**config.mk**
```make
export PLATFORM = sky130hd
export DESIGN_NAME = rces_seq
export DESIGN_NICKNAME = d
export VERILOG_FILES = /design/src/rces_pkg.sv /design/src/rces_addr_step.sv /design/src/rces_seq.sv
export SDC_FILE = /design/constraint.sdc
export NUM_CORES = 1
export LEC_CHECK = 0
export BUFFER_PORTS_ARGS = -buffer_cell sky130_fd_sc_hd__buf_2
export CORE_UTILIZATION = 50
export CTS_CLUSTER_DIAMETER = 100
export CTS_CLUSTER_SIZE = 40
export DETAILED_ROUTE_END_ITERATION = 6
export PLACE_DENSITY = 0.91
export SYNTH_ARGS = -nofsm -noshare
export SYNTH_HDL_FRONTEND = slang
export SYNTH_SLANG_ARGS = --single-unit
```
**constraint.sdc**
```tcl
create_clock -name ref_clk_i -period 2.4 [get_ports ref_clk_i]
set_input_delay 0.48 -clock ref_clk_i [delete_from_list [all_inputs] [get_ports ref_clk_i]]
set_output_delay 0.48 -clock ref_clk_i [all_outputs]
set_load 0.02 [all_outputs]
```
**src/rces_pkg.sv**
```systemverilog
package rces_pkg;

    ////////////////////////////////////////////////////////////////////////////
    // command word layout, msb first: repeat, wait, operation, step, address
    localparam int CMD_W        = 16;
    localparam int CMD_ADDR_W   = 6;
    localparam int CMD_ADDR_LSB = 0;
    localparam int CMD_STEP_LSB = 6;
    localparam int CMD_OP_LSB   = 8;
    localparam int CMD_WAIT_BIT = 11;
    localparam int CMD_REP_LSB  = 12;
    localparam int CMD_REP_W    = 4;
    localparam int GROUP_BYTES  = 256;

    typedef struct packed {
        logic [CMD_REP_W-1:0]  rep;
        logic                  wait_en;
        logic [2:0]            op;
        logic [1:0]            step;
        logic [CMD_ADDR_W-1:0] addr;
    } rces_cmd_t;

    ////////////////////////////////////////////////////////////////////////////
    // operation and step encodings
    localparam logic [2:0] OP_WRITE  = 3'h1;
    localparam logic [2:0] OP_READ   = 3'h2;
    localparam logic [1:0] STEP_UP   = 2'h2;
    localparam logic [1:0] STEP_DOWN = 2'h3;

    ////////////////////////////////////////////////////////////////////////////
    // reset values
    localparam logic RST_DONE = 1'b0;

    typedef enum logic [2:0] {
        ST_CMD,
        ST_WDATA,
        ST_WR_CYC,
        ST_RD_CYC
    } rces_state_t;

endpackage : rces_pkg

```
**src/rces_addr_step.sv**
```systemverilog
module rces_addr_step
    import rces_pkg::*;
#(
    parameter int ADDR_W = 6
) (
    // current address and mode
    input  wire logic [ADDR_W-1:0] addr_i,
    input  wire logic [1:0]        step_i,
    input  wire logic              bus16_i,
    // results
    output logic      [ADDR_W-1:0] next_addr_o,
    output logic      [ADDR_W-1:0] bus_addr_o
);

    if (ADDR_W < 2) begin : g_bad_width
        $error("rces_addr_step: ADDR_W must leave room above bit zero");
    end

    logic [ADDR_W-1:0] stride;

    always_comb begin
        stride = bus16_i ? ADDR_W'(2) : ADDR_W'(1);
        if (!step_i[1]) begin
            next_addr_o = addr_i;
        end else if (step_i == STEP_UP) begin
            next_addr_o = addr_i + stride;
        end else begin
            next_addr_o = addr_i - stride;
        end
        bus_addr_o = {addr_i[ADDR_W-1:1], addr_i[0] & ~bus16_i};
    end

endmodule : rces_addr_step

```
**src/rces_seq.sv**
```systemverilog
module rces_seq
    import rces_pkg::*;
#(
    parameter int ADDR_W = 6,
    parameter int DATA_W = 16
) (
    // clock and reset
    input  wire logic              ref_clk_i,
    input  wire logic              nrst_i,
    // configuration
    input  wire logic              bus16_i,
    // command word stream
    input  wire logic              in_valid_i,
    input  wire logic [DATA_W-1:0] in_word_i,
    input  wire logic              in_last_i,
    output logic                   in_ready_o,
    // peripheral bus
    output logic      [ADDR_W-1:0] bus_addr_o,
    output logic      [DATA_W-1:0] bus_wdata_o,
    output logic                   bus_wr_o,
    output logic                   bus_rd_o,
    input  wire logic              bus_ready_i,
    input  wire logic [DATA_W-1:0] bus_rdata_i,
    // read results
    output logic      [DATA_W-1:0] rd_data_o,
    output logic                   rd_valid_o,
    // status for cyclic exchange
    output logic                   rx_done_o,
    input  wire logic              rx_done_clr_i
);

    if (DATA_W != CMD_W) begin : g_bad_data
        $error("rces_seq: DATA_W must equal the command word width");
    end
    if (ADDR_W < CMD_ADDR_W) begin : g_bad_addr
        $error("rces_seq: ADDR_W too narrow for the command address");
    end

    ////////////////////////////////////////////////////////////////////////////
    // state

    rces_state_t          state, next_state;
    rces_cmd_t            cmd, next_cmd;
    logic [ADDR_W-1:0]    addr, next_addr;
    logic [CMD_REP_W-1:0] remain, next_remain;
    logic [DATA_W-1:0]    wdata, next_wdata;
    logic [DATA_W-1:0]    rdata, next_rdata;
    logic                 rvalid, next_rvalid;
    logic                 last_seen, next_last_seen;
    logic                 done, next_done;
    logic [ADDR_W-1:0]    stepped_addr;
    logic                 take, cyc_end, cmd_end;
    rces_cmd_t            in_cmd;

    assign in_cmd = rces_cmd_t'(in_word_i);

    rces_addr_step #(
        .ADDR_W (ADDR_W)
    ) u_step (
        .addr_i      (addr),
        .step_i      (cmd.step),
        .bus16_i     (bus16_i),
        .next_addr_o (stepped_addr),
        .bus_addr_o  (bus_addr_o)
    );

    ////////////////////////////////////////////////////////////////////////////
    // sequencer

    always_comb begin
        in_ready_o = (state == ST_CMD) || (state == ST_WDATA);
        bus_wr_o   = (state == ST_WR_CYC);
        bus_rd_o   = (state == ST_RD_CYC);
        take       = in_valid_i && in_ready_o;
        cyc_end    = (bus_wr_o || bus_rd_o) && bus_ready_i;
        cmd_end    = cyc_end && (remain == '0);
    end

    always_comb begin
        next_state     = state;
        next_cmd       = cmd;
        next_addr      = addr;
        next_remain    = remain;
        next_wdata     = wdata;
        next_rdata     = rdata;
        next_rvalid    = 1'b0;
        next_last_seen = last_seen;
        next_done      = done && !rx_done_clr_i;
        unique case (state)
            ST_CMD: begin
                if (take) begin
                    next_cmd       = in_cmd;
                    next_addr      = ADDR_W'(in_cmd.addr);
                    next_remain    = in_cmd.rep;
                    next_last_seen = in_last_i;
                    if (in_cmd.op == OP_WRITE) begin
                        next_state = ST_WDATA;
                    end else if (in_cmd.op == OP_READ) begin
                        next_state = ST_RD_CYC;
                    end else if (in_last_i) begin
                        // unsupported codes run no cycle but still end a group
                        next_done = 1'b1;
                    end
                end
            end
            ST_WDATA: begin
                if (take) begin
                    next_wdata     = in_word_i;
                    next_last_seen = in_last_i;
                    next_state     = ST_WR_CYC;
                end
            end
            ST_WR_CYC, ST_RD_CYC: begin
                if (cyc_end) begin
                    if (state == ST_RD_CYC) begin
                        next_rdata  = bus_rdata_i;
                        next_rvalid = 1'b1;
                    end
                    if (cmd_end) begin
                        next_state = ST_CMD;
                        if (last_seen) begin
                            next_done = 1'b1;
                        end
                    end else begin
                        next_remain = remain - CMD_REP_W'(1);
                        next_addr   = stepped_addr;
                        // a write run needs its own data word first
                        next_state  = (state == ST_WR_CYC) ? ST_WDATA : ST_RD_CYC;
                    end
                end
            end
        endcase
    end

    always_ff @(posedge ref_clk_i or negedge nrst_i) begin
        if (!nrst_i) begin
            state     <= ST_CMD;
            cmd       <= '0;
            addr      <= '0;
            remain    <= '0;
            wdata     <= '0;
            rdata     <= '0;
            rvalid    <= 1'b0;
            last_seen <= 1'b0;
            done      <= RST_DONE;
        end else begin
            state     <= next_state;
            cmd       <= next_cmd;
            addr      <= next_addr;
            remain    <= next_remain;
            wdata     <= next_wdata;
            rdata     <= next_rdata;
            rvalid    <= next_rvalid;
            last_seen <= next_last_seen;
            done      <= next_done;
        end
    end

    assign bus_wdata_o = wdata;
    assign rd_data_o   = rdata;
    assign rd_valid_o  = rvalid;
    assign rx_done_o   = done;

    ////////////////////////////////////////////////////////////////////////////
    // checks

    logic [CMD_REP_W:0] runs;

    always_ff @(posedge ref_clk_i or negedge nrst_i) begin
        if (!nrst_i) begin
            runs <= '0;
        end else if (state == ST_CMD) begin
            runs <= '0;
        end else if (cyc_end) begin
            runs <= runs + (CMD_REP_W+1)'(1);
        end
    end

    a_step_decode: assert property (
        @(posedge ref_clk_i) disable iff (!nrst_i)
        (cyc_end && !cmd_end)
        |=> addr == (!cmd.step[1] ? $past(addr)
                   : cmd.step == STEP_UP ? $past(addr) + (bus16_i ? ADDR_W'(2) : ADDR_W'(1))
                   : $past(addr) - (bus16_i ? ADDR_W'(2) : ADDR_W'(1))))
        else $error("address step does not follow the step mode");

    a_op_decode: assert property (
        @(posedge ref_clk_i) disable iff (!nrst_i)
        (state == ST_CMD && take && in_cmd.op == OP_READ) |=> bus_rd_o && !bus_wr_o)
        else $error("read code did not start a read cycle");

    a_run_count: assert property (
        @(posedge ref_clk_i) disable iff (!nrst_i)
        cmd_end |-> runs == {1'b0, cmd.rep})
        else $error("wrong number of runs for the command");

    a_addr_lsb: assert property (
        @(posedge ref_clk_i) disable iff (!nrst_i)
        (bus16_i && (bus_wr_o || bus_rd_o)) |-> !bus_addr_o[0])
        else $error("address bit zero driven on a 16-bit bus");

    a_write_data: assert property (
        @(posedge ref_clk_i) disable iff (!nrst_i)
        (state == ST_WDATA && take) |=> bus_wr_o && bus_wdata_o == $past(in_word_i))
        else $error("write did not use the next data word");

    a_one_at_time: assert property (
        @(posedge ref_clk_i) disable iff (!nrst_i)
        (bus_wr_o || bus_rd_o) |-> !in_ready_o ##0 !(bus_wr_o && bus_rd_o))
        else $error("stream taken while a bus cycle runs");

    a_done_flag: assert property (
        @(posedge ref_clk_i) disable iff (!nrst_i)
        (cmd_end && last_seen) |=> rx_done_o ##1 (rx_done_o || $past(rx_done_clr_i)))
        else $error("group end did not set the complete flag");

    // an unsupported last word still closes the group
    a_skip_done: assert property (
        @(posedge ref_clk_i) disable iff (!nrst_i)
        (state == ST_CMD && take && in_last_i && in_cmd.op != OP_WRITE
         && in_cmd.op != OP_READ) |=> rx_done_o && in_ready_o)
        else $error("unsupported last word did not set the complete flag");

    a_first_addr: assert property (
        @(posedge ref_clk_i) disable iff (!nrst_i)
        (state == ST_CMD && take && in_cmd.op == OP_READ)
        |=> addr == ADDR_W'($past(in_cmd.addr)))
        else $error("first run did not use the start address");

endmodule : rces_seq

```
-- Yosys cells after proc, flatten, opt, wreduce, memory -nomap -nowiden
Cells that the tools add are included.
- bits in registers: 50
- input port bits: 39
- output and inout port bits: 43
- word-level logic and storage cells: 75
- add/sub/neg operators: 3
- equality and inequality tests: 12
- multiplexer cells: 30
- bitwise logic cells: 2
- reductions and logical operators: 19
- operators by type and width (cell ; number):
    two-way mux 6 bit ; 5
    two-way mux 3 bit ; 5
    two-way mux 4 bit ; 3
    case mux 6 bit (2 select lines) ; 1
    two-way mux 1 bit ; 10
    != test 2 bit, second input constant ; 5
    equality test 3 x 2 -> 1 bit, second input constant ; 3
    case mux 3 bit (3 select lines) ; 1
    case mux 4 bit (2 select lines) ; 1
    AND reduction 4 bit ; 2
    adder 6 bit ; 1
    equality test 3 x 1 -> 1 bit, second input constant ; 2
    two-way mux 2 bit ; 3
    AND reduction 2 bit ; 3
    subtractor 6 bit ; 1
    AND reduction 5 bit ; 1
    logical AND 1 bit ; 4
    logical NOT 4 bit ; 1
    OR reduction 2 bit ; 2
    subtractor 4 x 1 -> 4 bit, second input constant ; 1
    logical NOT 3 bit ; 1
    != test 3 x 1 -> 1 bit, second input constant ; 1
    AND reduction 3 bit ; 1
    equality test 2 bit, second input constant ; 1
    6 further kinds ; 7

-- Depth between registers and ports, before layout
Gate-level depths: netlist of run 1.
- word-level depth: 7
- mapped depth: 8
- gate-level depth less buffers: 8

-- Hierarchy
A second synthesis of run 1 with hierarchy kept.
- cells, all modules: 194
- area total of the unflattened synthesis: 2407.3 µm²
- by module, submodules not included (module ; times used ; cells each ; area an instance (µm²) ; seq. area each (µm²)):
    rces_seq ; 1 ; 158 ; 2103.3 ; 1226.2
    rces_addr_step ; 1 ; 36 ; 304.0 ; 0.0

-- Worst setup path after synthesis of run 1
No wires, ideal clock.
- kind: register to register
- from: register cmd[6] in the netlist's numbering
- to: register addr[4]
- library setup time: 77 ps
- arrival: 1887 ps
- required time: 2323 ps
- path slack: 435 ps
- stages on the path, launching flop included: 9
- buffers on the path: 0
- clock period less this slack: 1965 ps
- cell sequence: dfrtp_1 -> nand2b_1 -> nand2b_1 -> fa_1 -> a21o_1 -> a21oi_1 -> xnor2_1 -> mux2i_1 -> a21oi_1
- word-level cells in the longest chain between the ends: 6
- ends and longest elaborated chain (element ; line ; source):
    start, declared ; rces_seq.sv:43 ; rces_cmd_t cmd, next_cmd;
    start signal, assigned ; rces_seq.sv:148 ; cmd <= next_cmd;
    equality test 2 bit ; rces_addr_step.sv:25 ; end else if (step_i == STEP_UP) begin
    two-way mux 6 bit ; rces_addr_step.sv:25 ;
    two-way mux 6 bit ; rces_addr_step.sv:23 ; if (!step_i[1]) begin
    two-way mux 6 bit ; rces_seq.sv:119 ; if (cmd_end) begin
    two-way mux 6 bit ; rces_seq.sv:114 ; if (cyc_end) begin
    case mux 6 bit (2 select lines) ; rces_seq.sv:89 ; unique case (state)
    end signal, assigned ; rces_seq.sv:149 ; addr <= next_addr;
    end, declared ; rces_seq.sv:44 ; logic [ADDR_W-1:0] addr, next_addr;
Every way passes these cells. The select of a mux whose other input is x is not followed.
A chain may end at the register's enable or synchronous reset.

-- Worst setup path in the final report of run 1
- from: register state[1]
- to: output bus_wr_o
- word-level cells in the longest chain between the ends: 1
- ends and longest elaborated chain (element ; line ; source):
    start, declared ; rces_seq.sv:42 ; rces_state_t state, next_state;
    start signal, assigned ; rces_seq.sv:147 ; state <= next_state;
    equality test 3 x 2 -> 1 bit ; rces_seq.sv:72 ; bus_wr_o = (state == ST_WR_CYC);
    end, declared ; rces_seq.sv:20 ; output logic bus_wr_o,
Every way passes these cells.

==> results of run 1 <==
synthesized netlist by cell type (3+ instances only):
cell type | n | share of area
a211oi_1 | 3 | 0.0094
a21oi_1 | 8 | 0.017
a31oi_1 | 3 | 0.0079
and2_1 | 3 | 0.0079
buf_2 | 3 | 0.0063
buf_4 | 5 | 0.016
buf_6 | 3 | 0.014
dfrtp_1 | 49 | 0.51
ha_1 | 8 | 0.042
inv_1 | 6 | 0.0094
mux2_2 | 36 | 0.17
mux2i_1 | 4 | 0.017
nand2_1 | 6 | 0.0094
nor2_1 | 14 | 0.022
nor3_1 | 5 | 0.010
o21ai_0 | 8 | 0.017
xnor2_1 | 3 | 0.011
placed cells by master (no fill, tap or decap), types with 2 or more instances in the layout:
master | synthesis | final
a211oi_1 | 3 | 3
a21o_1 | 2 | 2
a21oi_1 | 8 | 8
a31oi_1 | 3 | 3
and2_1 | 3 | 3
buf_2 | 3 | 81
buf_4 | 5 | 3
clkbuf_8 | 0 | 6
dfrtp_1 | 49 | 49
ha_1 | 8 | 8
inv_1 | 6 | 6
mux2_2 | 36 | 36
mux2i_1 | 4 | 4
nand2_1 | 6 | 6
nand2_2 | 2 | 2
nand2b_1 | 2 | 2
nand3_1 | 2 | 2
nor2_1 | 14 | 14
nor2b_1 | 2 | 2
nor3_1 | 5 | 5
o21ai_0 | 8 | 8
o22a_1 | 2 | 2
xnor2_1 | 3 | 3
final cells by class:
cell class	count	share of cell area
inverters	7	0.00898
multi-input cells	126	0.357
clock inverters	1	0.0103
repair buffers	85	0.153
clock buffers	7	0.0295
well taps	52	0.0222
flip-flops and latches	49	0.419
power by group through the flow:
stage	Sequential [mW]	Clock (mW)	Combinational [mW]
detailed placement	1.51	0	2.34
global placement	1.49	0	2.26
global route	1.57	0.647	2.56
floorplan	1.82	0	1.45
finish	1.50	0.611	2.33
CTS	1.50	0.621	2.35
worst max-delay path, cell delays in order, from the launching register on:
cell,delay [ps]
dfrtp_1,450
buf_4,270
clkinv_1,280
nor2_1,180
buf_2,180
metal layers:
| layer | up-vias | routed length [um] | share of wire | global-route usage |
|---|---|---|---|---|
| met5 | - | 0 | 0 | 0 |
| met4 | 0 | 65 | 0.014 | 0.0711 |
| met3 | 7 | 323 | 0.069 | 0.0712 |
| met2 | 60 | 2290 | 0.48 | 0.347 |
| met1 | 834 | 2040 | 0.43 | 0.258 |
| li1 | 838 | - | - | - |
final timing paths:
path	cells past startpoint	slack, ps	end	start
min	2	140	rd_data_o[2]	nrst_i
min reg2reg	1	500	bus_wdata_o[0]	bus_wdata_o[0]
max reg2reg	8	400	addr[5]	cmd[6]
min in group ref_clk_i	2	340	rx_done_o	rx_done_clr_i
max in group asynchronous	2	2030	rd_data_o[5]	nrst_i
max	4	260	bus_wr_o	state[1]
through the flow:
step	instance area [sq um]	hold slack, ps	utilization
final	2930	144	0.654
after global routing	2930	156	0.654
after CTS	2930	153	0.654
after detailed placement	2810	484	0.628
after global placement	2810	469	0.628
after floorplan	2390	184	-
kinds of logic after synthesis:
logic type,after synthesis,synth area share
flip-flops,49,0.514
AND/OR/NAND/NOR,42,0.0907
multiplexers,40,0.187
AO/OA/AOI/OAI,32,0.0991
buffers and inverters,19,0.0487
adder cells (fa/ha/maj),9,0.0503
XOR/XNOR,3,0.0110
state kept, by name, summed over array words and instances, names as in the netlist:
name / flops
remain: 4
addr: 6
bus_wdata_o: 16
rd_data_o: 16
last_seen: 1
rd_valid_o: 1
rx_done_o: 1
state: 2
cmd: 2
==> run_results.csv, run 1 <==
group,metric,value,unit
global_routing,grt_overflow,0,
yosys,seq_area_frac_synth,0.514,
critical_path,arrival,1660,ps
routing,postRouteAntennaNets,0,
timing,setup_tns,0,ps
power_and_ir_drop,p_switching,1.83,mW
critical_path,crit_type,"reg2out",
final_layout,fill_cells,353,
power_and_ir_drop,power.density,1520,mW/mm^2
power_and_ir_drop,p_clk_frac,0.138,
timing,setup_viol,0,
routing,drt-pass1-iter-count,6,
timing,hold_viol,0,
global_routing,first_global_vias,1797,
yosys,synth_ff_type,"dfrtp_1",
floorplanning,io_pins,82,
final_layout,antenna_cells,0,
final_layout,drive_above_1_share,0.495,
timing,max_freq,0.466,GHz
timing,rsz0062_at_grt,"no",
routing,drt_first_iter_violations,57,
critical_path,required,1920,ps
critical_path,critPathMaxFanout,17,
power_and_ir_drop,comb_power_share,0.525,
power_and_ir_drop,sequentialPowerShare,0.338,
cts,cts_tree,"built",
timing,slew_headroom,0.727,
min_path,hold_class,"in2async",
critical_path,crit_path_start_kind,"register",
timing,fin_ws,255,ps
placement,hpwlAfterDp,3.53,mm
cts,clk_path_buf_depth,2,
cts,cts-hold-fix-buffers,0,
power_and_ir_drop,p_leak,1.41,nW
final_layout,finalNetCount,322,
cts,clkSinkCount,49,
critical_path,end_kind,"output port",
power_and_ir_drop,p_sw_frac,0.412,
cts,cts_buffers,5,
timing,worst_slew_pin_slew,408,ps
yosys,synth.distinct_cells,38,
yosys,syn_area_per_cell,12.3,sq um
cts,post_cts_buffers,0,
placement,placed_cells,319,
final_layout,layout.cells.non_filler,327,
status,status,"finished clean",
routing,via_count,1739,
power_and_ir_drop,finalPower,4.44,mW
cts,cts_root_buffer,"clkbuf_8",
yosys,synthCells,194,
global_routing,grt_max_degree,50,
routing,drt-total-wl,4.72,mm
timing,post-route-min-period,2140,ps
floorplanning,coreArea,0.00447,sq mm
placement,place_ws,320,ps
routing,vias_per_cell,5.32,
placement,port_buffers,81,
global_routing,grt_use_total,0.209,
floorplanning,die_width,71.1,um
power_and_ir_drop,intPower,2.61,mW
final_layout,multi_input_area,0.00104,sq mm
floorplanning,die-area,0.00506,sq mm
final_layout,regArea,0.00123,sq mm
timing,finalCritPeriodShare,0.894,
yosys,async_flop_share,1.00,
timing,skew,7.56,ps
yosys,ys_ff_latch,49,
job,maxCapViolations,0,
floorplanning,start_util,0.534,
cts,h-tree-depth,2,
yosys,synthesis.area,0.00239,sq mm
routing,wl_per_cell,14.4,um
yosys,syn-num-nets,242,
floorplanning,rows,24,
placement,gp_congestion,0.894,
cts,post_cts_resized,0,
cts,path_clk_slew,90,ps
yosys,synth-edff-count,0,
final_layout,syn2layout_area_growth,22.6,%
global_routing,antenna_found_initial,0,
yosys,yosysWarningCount,0,
timing,slew_violations,0,
routing,drc,0,
global_routing,grt_pass1_wl,8.19,mm
cts,clock_latency,300,ps
power_and_ir_drop,ir_worst_vdd,0.798,mV
floorplanning,fp.dieH,71.1,um
No activity file was read; power rests on OpenSTA's default activity.
==> run 2: changes to the inputs <==
Settings changed: SETUP_SLACK_MARGIN set to 0.3.
==> run 2 against run 1 <==
Cell count stayed put. Global-route usage did not move. Power increased by 0.70%. Critical path depth increased by 4. Count of clock-buffer cells in the layout is the same. Sequential power barely moved. Worst hold slack better by 0.67 ps. Highest routed layer unchanged.
==> run_results.csv, run 2 (synthesis results as in run 1) <==
group,metric,value,unit
critical_path,critPathMaxFanout,2,
routing,drt_first_iter_violations,66,
global_routing,grt_pass1_wl,8.19,mm
final_layout,final_common_cell,"buf_2",
timing,max_freq,0.509,GHz
final_layout,syn2layout_area_growth,23.2,%
power_and_ir_drop,comb_power_share,0.528,
critical_path,cp_slowest_cell,"fa_1",
floorplanning,io_pins,82,
cts,path_clk_slew,90,ps
floorplanning,start_util,0.534,
job,maxCapViolations,0,
routing,vias_per_cell,5.32,
status,status,"finished clean",
cts,cts_root_buffer,"clkbuf_8",
power_and_ir_drop,p_clk_frac,0.136,
power_and_ir_drop,power.density,1520,mW/mm^2
floorplanning,coreArea,0.00447,sq mm
cts,clkSinkCount,49,
floorplanning,fp.dieH,71.1,um
timing,hold_viol,0,
global_routing,antenna_found_initial,0,
cts,clock_latency,300,ps
critical_path,arrival,2200,ps
final_layout,layout.cells.non_filler,327,
timing,finalCritPeriodShare,0.819,
timing,setup_tns,0,ps
placement,place_ws,320,ps
timing,slew_headroom,0.727,
critical_path,critPathMaxStageDelay,440,ps
floorplanning,rows,24,
power_and_ir_drop,sequentialPowerShare,0.336,
timing,setup_viol,0,
power_and_ir_drop,p_switching,1.84,mW
global_routing,first_global_vias,1797,
critical_path,end_kind,"register",
global_routing,grt_overflow,0,
routing,drc,0,
cts,clk_path_buf_depth,2,
routing,wl_per_cell,14.4,um
cts,cts-hold-fix-buffers,0,
routing,drt-total-wl,4.71,mm
global_routing,grt_max_degree,50,
timing,slew_violations,0,
critical_path,required,2630,ps
critical_path,path_cells,"nand2b_1, nand2b_1, fa_1, a21o_1, a21oi_2, xnor2_1, mux2i_1, a21oi_1",
placement,port_buffers,81,
final_layout,antenna_cells,0,
timing,worst_slew_pin_slew,408,ps
cts,h-tree-depth,2,
final_layout,drive_above_1_share,0.505,
timing,rsz0062_at_grt,"yes",
critical_path,crit_type,"reg2reg",
global_routing,grt_use_total,0.209,
power_and_ir_drop,intPower,2.63,mW
final_layout,final_cell_area,0.00294,sq mm
placement,hpwlAfterDp,3.53,mm
final_layout,final_util,0.657,
final_layout,finalNetCount,322,
routing,drt-pass1-iter-count,6,
cts,cts_tree,"built",
timing,post-route-min-period,1970,ps
floorplanning,die_width,71.1,um
final_layout,layout_common_cells,"buf_2, dfrtp_1, mux2_2, nor2_1",
routing,via_count,1741,
placement,placed_cells,319,
cts,cts_buffers,5,
placement,gp_congestion,0.894,
critical_path,crit_top_cell,"nand2b_1",
power_and_ir_drop,p_sw_frac,0.412,
routing,postRouteAntennaNets,0,
placement,place_area,0.00281,sq mm
min_path,hold_class,"in2async",
timing,skew,6.42,ps
timing,fin_ws,433,ps
power_and_ir_drop,p_leak,1.42,nW
critical_path,crit_path_start_kind,"register",
floorplanning,die-area,0.00506,sq mm
power_and_ir_drop,ir_worst_vdd,0.804,mV
cts,post_cts_buffers,0,
[run 2: area by class of cell]
class | instances | area [sq um]
multi-input combinational | 126 | 1050
sequential | 49 | 1230
inverter | 7 | 27.5
fill | 350 | 1530
clock inverter | 1 | 30.0
clock buffer | 7 | 86.3
timing repair buffer | 85 | 452
tap | 52 | 65.1
[run 2: worst paths after layout]
kind | start | to | slack, ps | cells past startpoint
worst min register to register | last_seen | rx_done_o | 500 | 2
worst min-delay path | nrst_i | rd_data_o[2] | 140 | 2
min in group ref_clk_i | rx_done_clr_i | rx_done_o | 340 | 2
worst max-delay path | cmd[6] | addr[4] | 430 | 8
max in group asynchronous | nrst_i | rd_data_o[5] | 2030 | 2
worst max register to register | cmd[6] | addr[4] | 430 | 8
[run 2: power by group through the flow]
stage | clock, mW | combinational (mW) | sequential (mW)
6_report | 0.610 | 2.36 | 1.50
3_5_place_dp | 0 | 2.34 | 1.51
2_1_floorplan | 0 | 1.45 | 1.82
5_1_grt | 0.647 | 2.60 | 1.57
4_1_cts | 0.621 | 2.36 | 1.50
3_3_place_gp | 0 | 2.26 | 1.49
[run 2: routing by layer]
metal  wire (um)  part of all wire  vias up  GRT usage
li1            -                 -      841          -
met1        2050              0.43      831      0.258
met2        2270              0.48       62      0.347
met3         330             0.070        7     0.0712
met4          65             0.014        0     0.0711
met5           0                 0        -          0
[run 2: stage by stage]
step	power, mW	hold slack [ps]
final	4.47	144
after global routing	4.81	156
after CTS	4.48	153
after detailed placement	3.86	484
after global placement	3.75	469
after floorplan	3.27	184
[run 2: critical path, delay by kind of cell, from the launching register on]
kind / cells / cell delay [ps]
compound gates: 3 / 500
fa+ha+maj: 1 / 440
flops: 1 / 390
simple gates: 2 / 350
xor+xnor: 1 / 130
mux: 1 / 90
[run 2: what timing repair did]
item | CTS | global route
cloned | 0 | 0
endpoints found under the setup margin | 1 | 3
gates resized for setup | 1 | 3
==> run 3: changes to the inputs <==
Clock period 2.4 ns to 2.1 ns, I/O delays scaled along.
==> run 3 against run 2 <==
The flow now finishes with violations (DRC). Via count is essentially flat. Sequential share of layout area shrank 0.26 points. Die area is the same. Sequential cell count is the same. Power grew 13%. Sequential power grew 15%. Core utilization grew 0.42 points. Non-clock buffer count grew 3. Maximum frequency grew 7.2%. Wire length shrank 0.11%. Worst hold slack lost 110 ps. First-iteration DRC count shrank 12%. Highest routed layer unchanged.
==> run_results.csv, run 3 (synthesis results as in run 1) <==
group,metric,value,unit
critical_path,crit_path_start_kind,"register",
critical_path,arrival,2010,ps
critical_path,end_kind,"register",
cts,h-tree-depth,2,
timing,finalCritPeriodShare,0.874,
cts,path_clk_slew,80,ps
timing,rsz0062_at_grt,"yes",
timing,setup_tns,0,ps
power_and_ir_drop,power.density,1710,mW/mm^2
cts,clk_path_buf_depth,2,
floorplanning,start_util,0.534,
timing,worst_hold_slack,35.4,ps
timing,skew,2.58,ps
cts,cts_root_buffer,"clkbuf_8",
placement,port_buffers,81,
final_layout,syn2layout_area_growth,24.0,%
cts,clkSinkCount,49,
routing,drt-total-wl,4.71,mm
routing,wl_per_cell,14.3,um
routing,via_count,1740,
cts,cts_buffers,5,
floorplanning,die_width,71.1,um
floorplanning,io_pins,82,
routing,vias_per_cell,5.27,
global_routing,antenna_found_initial,0,
cts,clock_latency,290,ps
routing,drt_first_iter_violations,58,
global_routing,grt_pass1_wl,8.11,mm
job,maxCapViolations,0,
floorplanning,die-area,0.00506,sq mm
placement,hpwlAfterDp,3.55,mm
critical_path,crit_type,"reg2reg",
timing,worst_slew_pin_slew,393,ps
floorplanning,coreArea,0.00447,sq mm
status,status,"finished, violations left",
cts,cts-hold-fix-buffers,0,
floorplanning,fp.dieH,71.1,um
routing,drc,2,
global_routing,grt_overflow,0,
global_routing,grt_max_degree,20,
routing,met1_length,1.98,mm
power_and_ir_drop,p_leak,1.44,nW
final_layout,finalNetCount,325,
routing,wl_met2,2.40,mm
critical_path,required,2280,ps
critical_path,critPathMaxFanout,5,
placement,gp_congestion,0.817,
power_and_ir_drop,ir_worst_vdd,0.894,mV
floorplanning,rows,24,
final_layout,layout_common_cells,"buf_2, dfrtp_1, mux2_2, nor2_1, o21ai_0",
timing,hold_viol,0,
routing,drt-pass1-iter-count,7,
min_path,hold_class,"in2async",
timing,post-route-min-period,1830,ps
status,failed_checks,"DRC",
cts,cts_tree,"built",
routing,postRouteAntennaNets,0,
global_routing,grt_use_total,0.211,
timing,slew_violations,0,
final_layout,final_common_cell,"buf_2",
routing,dr.max_layer_used,"met4",
final_layout,antenna_cells,0,
routing,route.met3.wl,276,um
global_routing,first_global_vias,1814,
final_layout,drive_above_1_share,0.536,
timing,max_freq,0.545,GHz
timing,slew_headroom,0.738,
timing,setup_viol,0,
-- run 3: final timing paths --
check	startpoint	end	slack [ps]	cells after the start
setup / recovery	cmd[6]	addr[5]	270	8
hold / removal	nrst_i	rd_data_o[0]	40	1
setup reg to reg	cmd[6]	addr[5]	270	8
hold reg to reg	bus_wdata_o[14]	bus_wdata_o[14]	500	1
max in group asynchronous	nrst_i	addr[2]	1490	2
min in group ref_clk_i	rx_done_clr_i	rx_done_o	290	2
-- run 3: final cells by class --
type | count | area (sq um)
Timing Repair Buffer | 88 | 462
Clock buffer | 6 | 72.6
Inverter | 7 | 28.8
Clock inverter | 2 | 10.0
Tap cell | 52 | 65.1
Multi-Input combinational cell | 126 | 1090
Sequential cell | 49 | 1230
Fill cell | 347 | 1520
-- run 3: through the flow --
stage                     total power [mW]  cells  setup slack (ps)  utilization  instance area, sq um
after global routing                  5.44    330               169        0.661                  2960
after floorplan                       3.77    194               321            -                  2410
final                                 5.06    330               265        0.661                  2960
after global placement                4.30    319               195        0.630                  2820
after detailed placement              4.44    319              99.5        0.630                  2820
after CTS                             5.10    330               262        0.659                  2950
-- run 3: critical path, stage by stage, from the launching register on --
cell      delay, ps
dfrtp_1         380
nand2b_4        170
nand2b_4        160
ha_4            270
a211oi_2         60
nor2_1          160
mux2i_1         260
a21oi_1          90
nand3b_1        170
-- run 3: timing repair --
action                     4_1_cts  5_1_grt
gates resized for setup          5        4
buffers inserted                 3        0
hold endpoints to repair         0        0
pin swaps                        6        0
setup endpoints to repair        5       22
-- run 3: metal layers --
layer | up-vias | global-route usage
met5 | - | 0
met4 | 0 | 0.0667
met3 | 4 | 0.0684
met2 | 56 | 0.371
met1 | 837 | 0.246
li1 | 843 | -
-- run 3: report_power, final --
| part | switching [mW] | internal (mW) |
|---|---|---|
| clock | 0.296 | 0.231 |
| combinational | 1.55 | 1.27 |
| sequential | 0.302 | 1.42 |
